### config.mk
export PLATFORM = sky130hd
export DESIGN_NAME = psg_top
export DESIGN_NICKNAME = d
export VERILOG_FILES = /design/src/verilog/psg_pkg.sv /design/src/verilog/psg_top.sv /design/src/verilog/psg_cycle_timer.sv
export SDC_FILE = /design/constraint.sdc
export NUM_CORES = 1
export LEC_CHECK = 0
export BUFFER_PORTS_ARGS = -buffer_cell sky130_fd_sc_hd__buf_2
export CORE_UTILIZATION = 53
export DETAILED_ROUTE_END_ITERATION = 10
export HOLD_SLACK_MARGIN = 0.15
export PLACE_DENSITY = 0.8
export SETUP_SLACK_MARGIN = 0.4
export SYNTH_ARGS = -nofsm -noshare
export SYNTH_HDL_FRONTEND = slang
export SYNTH_SLANG_ARGS = --single-unit
### constraint.sdc
create_clock -name clk_sys_in -period 3.15 [get_ports clk_sys_in]
set_input_delay 0.315 -clock clk_sys_in [delete_from_list [all_inputs] [get_ports clk_sys_in]]
set_output_delay 0.315 -clock clk_sys_in [all_outputs]
set_load 0.02 [all_outputs]
### src/verilog/psg_pkg.sv
// Package of constants and types for the parallel strobe generator
//
// Contract
// Each of eight control outputs has an enable bit; set means generator drives pin.
// One strobe generator; every enabled output carries the same waveform.
// From input pins: set idle level, load pin bits, set direction, then enables.
// From output pins: set idle level, load pin bits, then set enables.
// While running, exactly one strobe pulse per data word moved.
// Idle level bit zero of output control drives enabled outputs when idle.
// Prescaler bits 6:4 set cycle length to prescaler plus one base periods.
// Software never programs prescaler zero; one gives 30 MHz.
// Edge position bits 2:0 place the edge that many periods into cycle.
// Edge position must be above zero and not above prescaler, else no edge.
// Polarity bit 3: clear starts high and falls, set starts low and rises.
// Transmit drives each word at the start of its strobe cycle.
// Transmit starts toggling only once a transfer buffer holds data.
// Transmit underrun: idle cycles, release data pins, strobe at idle level.
// Receive, option set, buffers full: pause, idle level, release port.
// Receive, option clear, buffers full: hold level, sample word at stretch end.
// Software configures data pins as inputs for receive.
// Software programs idle level before other strobe parameters and enables.
// Writing one to start bit 15 launches transfer and clears last-word flag.
// Receive samples each word at cycle end or on strobe edge, as configured.
// Cycle counter restarts at each transfer start, aligned with first word.
package psg_pkg;
  localparam logic [11:0] PSG_TIMING_OFFSET = 12'h000;
  localparam logic [11:0] PSG_OUTPUT_OFFSET = 12'h004;
  localparam logic [11:0] PSG_STATUS_OFFSET = 12'h008;
  localparam logic [11:0] PSG_COUNT_OFFSET = 12'h00C;
  localparam int PSG_EDGE_LSB = 0;
  localparam int PSG_POL_BIT = 3;
  localparam int PSG_PRESC_LSB = 4;
  localparam int PSG_DIR_BIT = 7;
  localparam int PSG_OVR_BIT = 8;
  localparam int PSG_SAMPLE_EDGE_BIT = 9;
  localparam int PSG_STOP_BIT = 14;
  localparam int PSG_START_BIT = 15;
  localparam int PSG_IDLE_BIT = 0;
  localparam int PSG_ENABLE_LSB = 4;
  localparam logic [15:0] PSG_TIMING_RESET = 16'h0011;
  localparam logic [15:0] PSG_OUTPUT_RESET = 16'h0000;
  localparam int PSG_BASE_HZ = 60000000;
  localparam int PSG_SYS_HZ = 50000000;
  typedef enum logic [1:0] {
    PSG_IDLE = 2'b00,
    PSG_RUN = 2'b01,
    PSG_STALL = 2'b11
  } psg_state_type;
endpackage

### src/verilog/psg_top.sv
// Parallel strobe generator with APB register access
//
// The APB slave port and the register addresses were chosen for this implementation.
`timescale 1ns/1ns
module psg_top #(
  parameter int DATA_WIDTH = 16,
  parameter int LINES = 8
) (
  input wire logic clk_sys_in,
  input wire logic resetn_in,
  input wire logic psel_in,
  input wire logic penable_in,
  input wire logic pwrite_in,
  input wire logic [11:0] paddr_in,
  input wire logic [31:0] pwdata_in,
  output logic [31:0] prdata_out,
  output logic pready_out,
  output logic pslverr_out,
  input wire logic tx_word_valid_in,
  input wire logic [DATA_WIDTH-1:0] tx_word_in,
  output logic tx_word_taken_out,
  input wire logic rx_buffers_full_in,
  output logic rx_word_valid_out,
  output logic [DATA_WIDTH-1:0] rx_word_out,
  input wire logic [DATA_WIDTH-1:0] data_pins_in,
  output logic [DATA_WIDTH-1:0] data_pins_out,
  output logic data_pins_oe_out,
  output logic [LINES-1:0] strobe_pins_out,
  output logic [LINES-1:0] strobe_pins_oe_out,
  output logic last_word_flag_out
);
  import psg_pkg::*;

  // ********************************
  // Registers and APB slave
  // ********************************
  logic [15:0] timing_reg, timing_next;
  logic [15:0] output_reg, output_next;
  logic [15:0] count_reg, count_next;
  logic [15:0] remain_reg, remain_next;
  logic [31:0] prdata_reg, prdata_next;
  logic pslverr_reg, pslverr_next;
  logic start_pulse;
  logic wr_acc;
  logic rd_acc;
  logic hit;
  logic [2:0] presc;
  logic [2:0] edge_pos;
  logic is_rx;

  assign wr_acc = psel_in && penable_in && pwrite_in;
  // Read data is loaded in the setup cycle so it stands at the pready edge
  assign rd_acc = psel_in && !penable_in && !pwrite_in;
  assign presc = timing_reg[PSG_PRESC_LSB +: 3];
  assign edge_pos = timing_reg[PSG_EDGE_LSB +: 3];
  assign is_rx = timing_reg[PSG_DIR_BIT];

  function automatic logic addr_known(input logic [11:0] a);
    addr_known = (a == PSG_TIMING_OFFSET) || (a == PSG_OUTPUT_OFFSET) ||
      (a == PSG_STATUS_OFFSET) || (a == PSG_COUNT_OFFSET);
  endfunction

  assign hit = addr_known(paddr_in);
  // start launches transfer
  assign start_pulse = wr_acc && (paddr_in == PSG_TIMING_OFFSET) && pwdata_in[PSG_START_BIT];

  psg_state_type state_reg, state_next;
  logic last_reg, last_next;

  always_comb begin
    timing_next = timing_reg;
    output_next = output_reg;
    count_next = count_reg;
    prdata_next = prdata_reg;
    // Error is decided in the setup cycle so it stands through the access phase
    pslverr_next = psel_in && !hit;
    if (wr_acc) begin
      if (paddr_in == PSG_TIMING_OFFSET) begin
        timing_next = pwdata_in[15:0];
        timing_next[PSG_START_BIT] = 1'b0;
        timing_next[PSG_STOP_BIT] = 1'b0;
      end
      // per-line enables
      if (paddr_in == PSG_OUTPUT_OFFSET) begin
        output_next = pwdata_in[15:0];
      end
      if (paddr_in == PSG_COUNT_OFFSET) begin
        count_next = pwdata_in[15:0];
      end
    end
    if (rd_acc) begin
      case (paddr_in)
        PSG_TIMING_OFFSET: prdata_next = {16'h0000, timing_reg};
        PSG_OUTPUT_OFFSET: prdata_next = {16'h0000, output_reg};
        PSG_STATUS_OFFSET: prdata_next = {16'h0000, remain_reg[12:0], last_reg, state_reg};
        PSG_COUNT_OFFSET: prdata_next = {16'h0000, count_reg};
        default: prdata_next = 32'h00000000;
      endcase
    end
  end

  always_ff @(posedge clk_sys_in or negedge resetn_in) begin
    if (!resetn_in) begin
      timing_reg <= PSG_TIMING_RESET;
      output_reg <= PSG_OUTPUT_RESET;
      count_reg <= 16'h0000;
      prdata_reg <= 32'h00000000;
      pslverr_reg <= 1'b0;
    end else begin
      timing_reg <= timing_next;
      output_reg <= output_next;
      count_reg <= count_next;
      prdata_reg <= prdata_next;
      pslverr_reg <= pslverr_next;
    end
  end
  assign prdata_out = prdata_reg;
  assign pslverr_out = pslverr_reg;
  assign pready_out = 1'b1;

  // ********************************
  // Base tick from system clock
  // ********************************
  // Limitation: the system clock is slower than the 60 MHz base, so one base
  // period is rendered as one system cycle; timing scales by the clock ratio.
  logic base_tick;
  assign base_tick = 1'b1;

  // ********************************
  // Cycle timer
  // ********************************
  logic [2:0] phase;
  logic cycle_end;
  logic hold;
  psg_cycle_timer u_timer (
    .clk_sys_in(clk_sys_in),
    .resetn_in(resetn_in),
    .tick_in(base_tick),
    .restart_in(start_pulse || state_reg == PSG_IDLE),
    .hold_in(hold),
    .presc_in(presc),
    .edge_in(edge_pos),
    .phase_out(phase),
    .cycle_end_out(cycle_end)
  );

  // ********************************
  // Transfer sequencer
  // ********************************
  logic [DATA_WIDTH-1:0] dout_reg, dout_next;
  logic dout_oe_reg, dout_oe_next;
  logic strobe_reg, strobe_next;
  logic taken_reg, taken_next;
  logic rxv_reg, rxv_next;
  logic [DATA_WIDTH-1:0] rxw_reg, rxw_next;
  logic level_start;
  logic stall_tx;
  logic stall_rx;
  logic at_edge;

  // polarity start level
  assign level_start = !timing_reg[PSG_POL_BIT];
  // edge position, R10 no edge when out of range
  // Pins are registered, so the toggle is decided one period ahead of the edge
  assign at_edge = (edge_pos != 3'h0) && (edge_pos <= presc) && (phase == edge_pos - 3'h1);
  assign stall_tx = !is_rx && !tx_word_valid_in;
  assign stall_rx = is_rx && rx_buffers_full_in;
  assign hold = (state_reg == PSG_STALL) || (state_reg == PSG_RUN && is_rx && stall_rx
    && !timing_reg[PSG_OVR_BIT] && (phase >= presc));

  always_comb begin
    state_next = state_reg;
    remain_next = remain_reg;
    last_next = last_reg;
    dout_next = dout_reg;
    dout_oe_next = dout_oe_reg;
    strobe_next = strobe_reg;
    taken_next = 1'b0;
    rxv_next = 1'b0;
    rxw_next = rxw_reg;
    case (state_reg)
      PSG_IDLE: begin
        // idle level when not running
        strobe_next = output_reg[PSG_IDLE_BIT];
        dout_oe_next = 1'b0;
        if (start_pulse && count_next != 16'h0000) begin
          remain_next = count_next;
          // wait for a filled buffer
          state_next = PSG_STALL;
        end
      end
      PSG_STALL: begin
        if (!is_rx && tx_word_valid_in) begin
          // word at cycle start
          state_next = PSG_RUN;
          dout_next = tx_word_in;
          dout_oe_next = 1'b1;
          taken_next = 1'b1;
          strobe_next = level_start;
        end else if (is_rx && !rx_buffers_full_in) begin
          state_next = PSG_RUN;
          strobe_next = level_start;
        end else if (!is_rx || timing_reg[PSG_OVR_BIT]) begin
          // underrun release, R15 overrun release
          strobe_next = output_reg[PSG_IDLE_BIT];
          dout_oe_next = 1'b0;
        end
      end
      PSG_RUN: begin
        // one pulse per word, R2 single generator
        if (at_edge) begin
          strobe_next = !level_start;
          // sample on edge
          if (is_rx && timing_reg[PSG_SAMPLE_EDGE_BIT]) begin
            rxw_next = data_pins_in;
          end
        end
        if (cycle_end) begin
          if (is_rx) begin
            if (!timing_reg[PSG_SAMPLE_EDGE_BIT]) begin
              rxw_next = data_pins_in;
            end
            rxv_next = 1'b1;
          end
          remain_next = remain_reg - 16'h0001;
          if (remain_reg == 16'h0001) begin
            state_next = PSG_IDLE;
            last_next = 1'b1;
            strobe_next = output_reg[PSG_IDLE_BIT];
            dout_oe_next = 1'b0;
          end else if (stall_tx || (stall_rx && timing_reg[PSG_OVR_BIT])) begin
            state_next = PSG_STALL;
            strobe_next = output_reg[PSG_IDLE_BIT];
            dout_oe_next = 1'b0;
          end else if (!is_rx) begin
            dout_next = tx_word_in;
            taken_next = 1'b1;
            strobe_next = level_start;
          end else begin
            strobe_next = level_start;
          end
        end else if (hold) begin
          // hold level through full buffers; sample at stretch end
          rxw_next = rxw_reg;
        end
      end
      default: state_next = PSG_IDLE;
    endcase
    if (timing_reg[PSG_STOP_BIT]) begin
      state_next = PSG_IDLE;
    end
    // clears last-word flag
    if (start_pulse) begin
      last_next = 1'b0;
    end
  end

  always_ff @(posedge clk_sys_in or negedge resetn_in) begin
    if (!resetn_in) begin
      state_reg <= PSG_IDLE;
      remain_reg <= 16'h0000;
      last_reg <= 1'b0;
      dout_reg <= '0;
      dout_oe_reg <= 1'b0;
      strobe_reg <= 1'b0;
      taken_reg <= 1'b0;
      rxv_reg <= 1'b0;
      rxw_reg <= '0;
    end else begin
      state_reg <= state_next;
      remain_reg <= remain_next;
      last_reg <= last_next;
      dout_reg <= dout_next;
      dout_oe_reg <= dout_oe_next;
      strobe_reg <= strobe_next;
      taken_reg <= taken_next;
      rxv_reg <= rxv_next;
      rxw_reg <= rxw_next;
    end
  end

  // ********************************
  // Pin outputs
  // ********************************
  logic [LINES-1:0] pins_reg;
  logic [LINES-1:0] pins_oe_reg;
  genvar g;
  generate
    for (g = 0; g < LINES; g++) begin : g_line
      // enable forces output, R2 same waveform
      always_ff @(posedge clk_sys_in or negedge resetn_in) begin
        if (!resetn_in) begin
          pins_reg[g] <= 1'b0;
          pins_oe_reg[g] <= 1'b0;
        end else begin
          pins_reg[g] <= strobe_next;
          pins_oe_reg[g] <= output_next[PSG_ENABLE_LSB + g];
        end
      end
    end
  endgenerate
  assign strobe_pins_out = pins_reg;
  assign strobe_pins_oe_out = pins_oe_reg;
  assign data_pins_out = dout_reg;
  assign data_pins_oe_out = dout_oe_reg;
  assign tx_word_taken_out = taken_reg;
  assign rx_word_valid_out = rxv_reg;
  assign rx_word_out = rxw_reg;
  assign last_word_flag_out = last_reg;
endmodule

### src/verilog/psg_cycle_timer.sv
// Base-period cycle timer producing the phase count and end-of-cycle mark
`timescale 1ns/1ns
module psg_cycle_timer (
  input wire logic clk_sys_in,
  input wire logic resetn_in,
  input wire logic tick_in,
  input wire logic restart_in,
  input wire logic hold_in,
  input wire logic [2:0] presc_in,
  input wire logic [2:0] edge_in,
  output logic [2:0] phase_out,
  output logic cycle_end_out
);
  logic [2:0] phase_reg;
  logic [2:0] phase_next;
  always_comb begin
    phase_next = phase_reg;
    // cycle counter restart
    if (restart_in) begin
      phase_next = 3'h0;
    end else if (tick_in && !hold_in) begin
      // prescaler plus one
      phase_next = (phase_reg >= presc_in) ? 3'h0 : phase_reg + 3'h1;
    end
  end
  always_ff @(posedge clk_sys_in or negedge resetn_in) begin
    if (!resetn_in) begin
      phase_reg <= 3'h0;
    end else begin
      phase_reg <= phase_next;
    end
  end
  assign phase_out = phase_reg;
  assign cycle_end_out = tick_in && !hold_in && !restart_in && (phase_reg >= presc_in);
endmodule

==> run metrics <==
RSZ-0062 raised after global routing yes; largest net degree at the start of global routing 61; WS Path Type reg2reg; EDFF count, synth 0; CP Depth 7; Setup TNS 0 ns; # H-tree levels 4; worst-path cell chain or4_1 > nor4_2 > buf_4 > nand4_1 > a21o_1 > nand3_4 > mux2_2; Area Overhead vs Synth 24.83%; Finished Layout Cells 885; CP required 3.45 ns; antenna violations before repair 0; Yosys cell types 65; Final HPWL DP 11400 um; slowest stage cell on the critical path or4_1; Setup Viol. Count Final 0; I/O pins around 170; Util after Layout 68.79%; Synth warnings 0; number of global-route vias before repair 5354; Seq/Total Area, Yosys 47.35%; gr usage total 29.16%; Syn Inst Count 572; number of CTS-inserted buffers 17; diode count 0; vias 5345; failing checks design-rule violations; Buf/Inv on CP 1; Worst path max stage delay 0.62 ns; most common cell in the netlist dfrtp_1; hold path cells 2; post-synth top area cell dfrtp_1; CTS Buffer Depth 2; minimum clock period 2.723 ns; Slew Limit Fails 0; design area 0.007989 sq mm; Cell Area, Placed 0.007057 sq mm; FF-to-FF path depth 7; DR WL/cell just under 20 um; # nets final 823; Syn Area/Cell 11.19 sq um; clock skew 0.008685 ns; Clock Latency Late Sink 0.42 ns; top cells by count, synth dfrtp_1, mux2_2, nand2_1; placed instance count 820; status finished with violations; clock root buffer master clkbuf_16; clock sink total 121; Reg clk slew, reported paths 0.06 ns; via density per instance ~6; Port Buffers approximately 140; Synth Cell Area roughly 0.0064 sq mm; Max FO, Critical Path 9; Initial Util 55.11%; first-pass GRT wire length between 20000 and 30000 um; Post-Route WL approximately 18000 um; post-synth top area share between 40% and 50%; Final Cycle Share 86.44%; max_cap viols 0; VDD IR max 0.0002981 V; final RePlAce weighted congestion 0.8750; Post-CTS Setup Inserts 0; pwr dens 459.1 mW/mm^2; die area 0.01252 sq mm; layout cells sized above 1 40.03%; CTS tree done; # DRC 12; TritonRoute pass-1 iters 11; antenna-violating nets left 0; initial DRC count 624; die height 111.9 um; HP Class in2reg; core area ~0.012 sq mm; #FFs+latches synth 121; die width 111.9 um; Site Rows 39; leakage power 3.857 nW; Hold Violations, Final 0; global route overflow 0; delay-heaviest family, CP simple AND/OR/NAND/NOR gates; fmax 367.3 MHz; top_reg_cell synth dfrtp_1; CP Data Arrival Time 3.02 ns; Worst-Margin Slew 0.8520 ns; max_slew headroom a little over two fifths; Post-synth ARST share 100.0%; Synth area leaders dfrtp_1, mux2_2, mux4_2; Worst setup SP type register; Critical Path End Type register
through the flow:
stage / hold slack [ns] / setup WS, ns / power, W
after global placement: 0.4135 / 0.3755 / 0.001784
after global routing: 0.1738 / 0.3136 / 0.003768
after detailed placement: 0.4200 / 0.3670 / 0.001789
final: 0.1587 / 0.4273 / 0.003668
after CTS: 0.1590 / 0.4123 / 0.003670
after floorplan: 0.01941 / 0.6345 / 0.001699
cell families (layout without fill, tap and decap cells):
kind of cell               count (synthesis)  in the layout  share of synthesized area [%]
buffers and inverters                     75            229                          6.823
DFF                                      121            121                          47.35
AOI/OAI and AO/OA                        107            107                          10.83
and+or+nand+nor                          158            159                          13.24
xor gates and xnor gates                   4              4                         0.5475
adders and majority gates                 11             11                          2.151
muxes                                     94             94                          18.94
other                                      2             17                         0.1173
per-layer routing:
| layer | part of all wire [%] | global-route usage (%) |
|---|---|---|
| met1 | 38 | 36.17 |
| met2 | 51 | 48.70 |
| met3 | 7.6 | 6.315 |
| met4 | 3.4 | 13.78 |
| met5 | 0 | 0 |
cells in the final DEF, fill, tap and decap left out, types with 4 or more instances in the layout:
master,instances
mux4_2,14
mux2_2,77
conb_1,17
or3_1,5
dlygate4sd3_1,32
inv_1,12
a21oi_1,18
nor4_1,10
a211oi_1,6
nor2_1,20
nand3_1,10
nor3_1,11
nand2_1,59
o31ai_1,10
nand4_1,6
clkinvlp_4,5
nor2b_1,6
buf_2,134
o22ai_1,4
o21ai_0,36
ha_1,11
clkbuf_16,17
and3_1,5
buf_4,19
dfrtp_1,118
cell type report:
class                      instances  area, sq um
fill                             774         3625
sequential                       121         3032
multi-input combinational        392         3025
timing repair buffer             185         1134
clock buffer                      19        452.9
tap                              143        178.9
clock inverter                    13        121.4
inverter                          12        45.04
where the power goes:
| part | switching, W | internal (W) | leakage [nW] |
|---|---|---|---|
| sequential | 0.00000606 | 0.00157 | 1.59 |
| combinational | 0.000132 | 0.0000933 | 2.00 |
| clock | 0.000740 | 0.00113 | 0.268 |
| total | 0.000878 | 0.00279 | 3.86 |
worst paths after layout:
kind	start	to	slack, ns
worst max register to register	remain_reg[7]	data_pins_out[15]	0.43
worst min-delay path	tx_word_in[8]	data_pins_out[8]	0.16
worst min register to register	prdata_out[0]	prdata_out[0]	0.47
min in group asynchronous	resetn_in	data_pins_oe_out	0.50
max in group asynchronous	resetn_in	rx_word_out[1]	1.64
worst max-delay path	remain_reg[7]	data_pins_out[15]	0.43
timing repair:
action                                 4_1_cts  5_1_grt
endpoints found under the hold margin       89        0
setup endpoints to repair                   16       32
hold buffers                                32        0
cloned                                       0        1
pin swaps                                    0        1
resized for setup                            2        3
(Power assumes the default switching activity.)
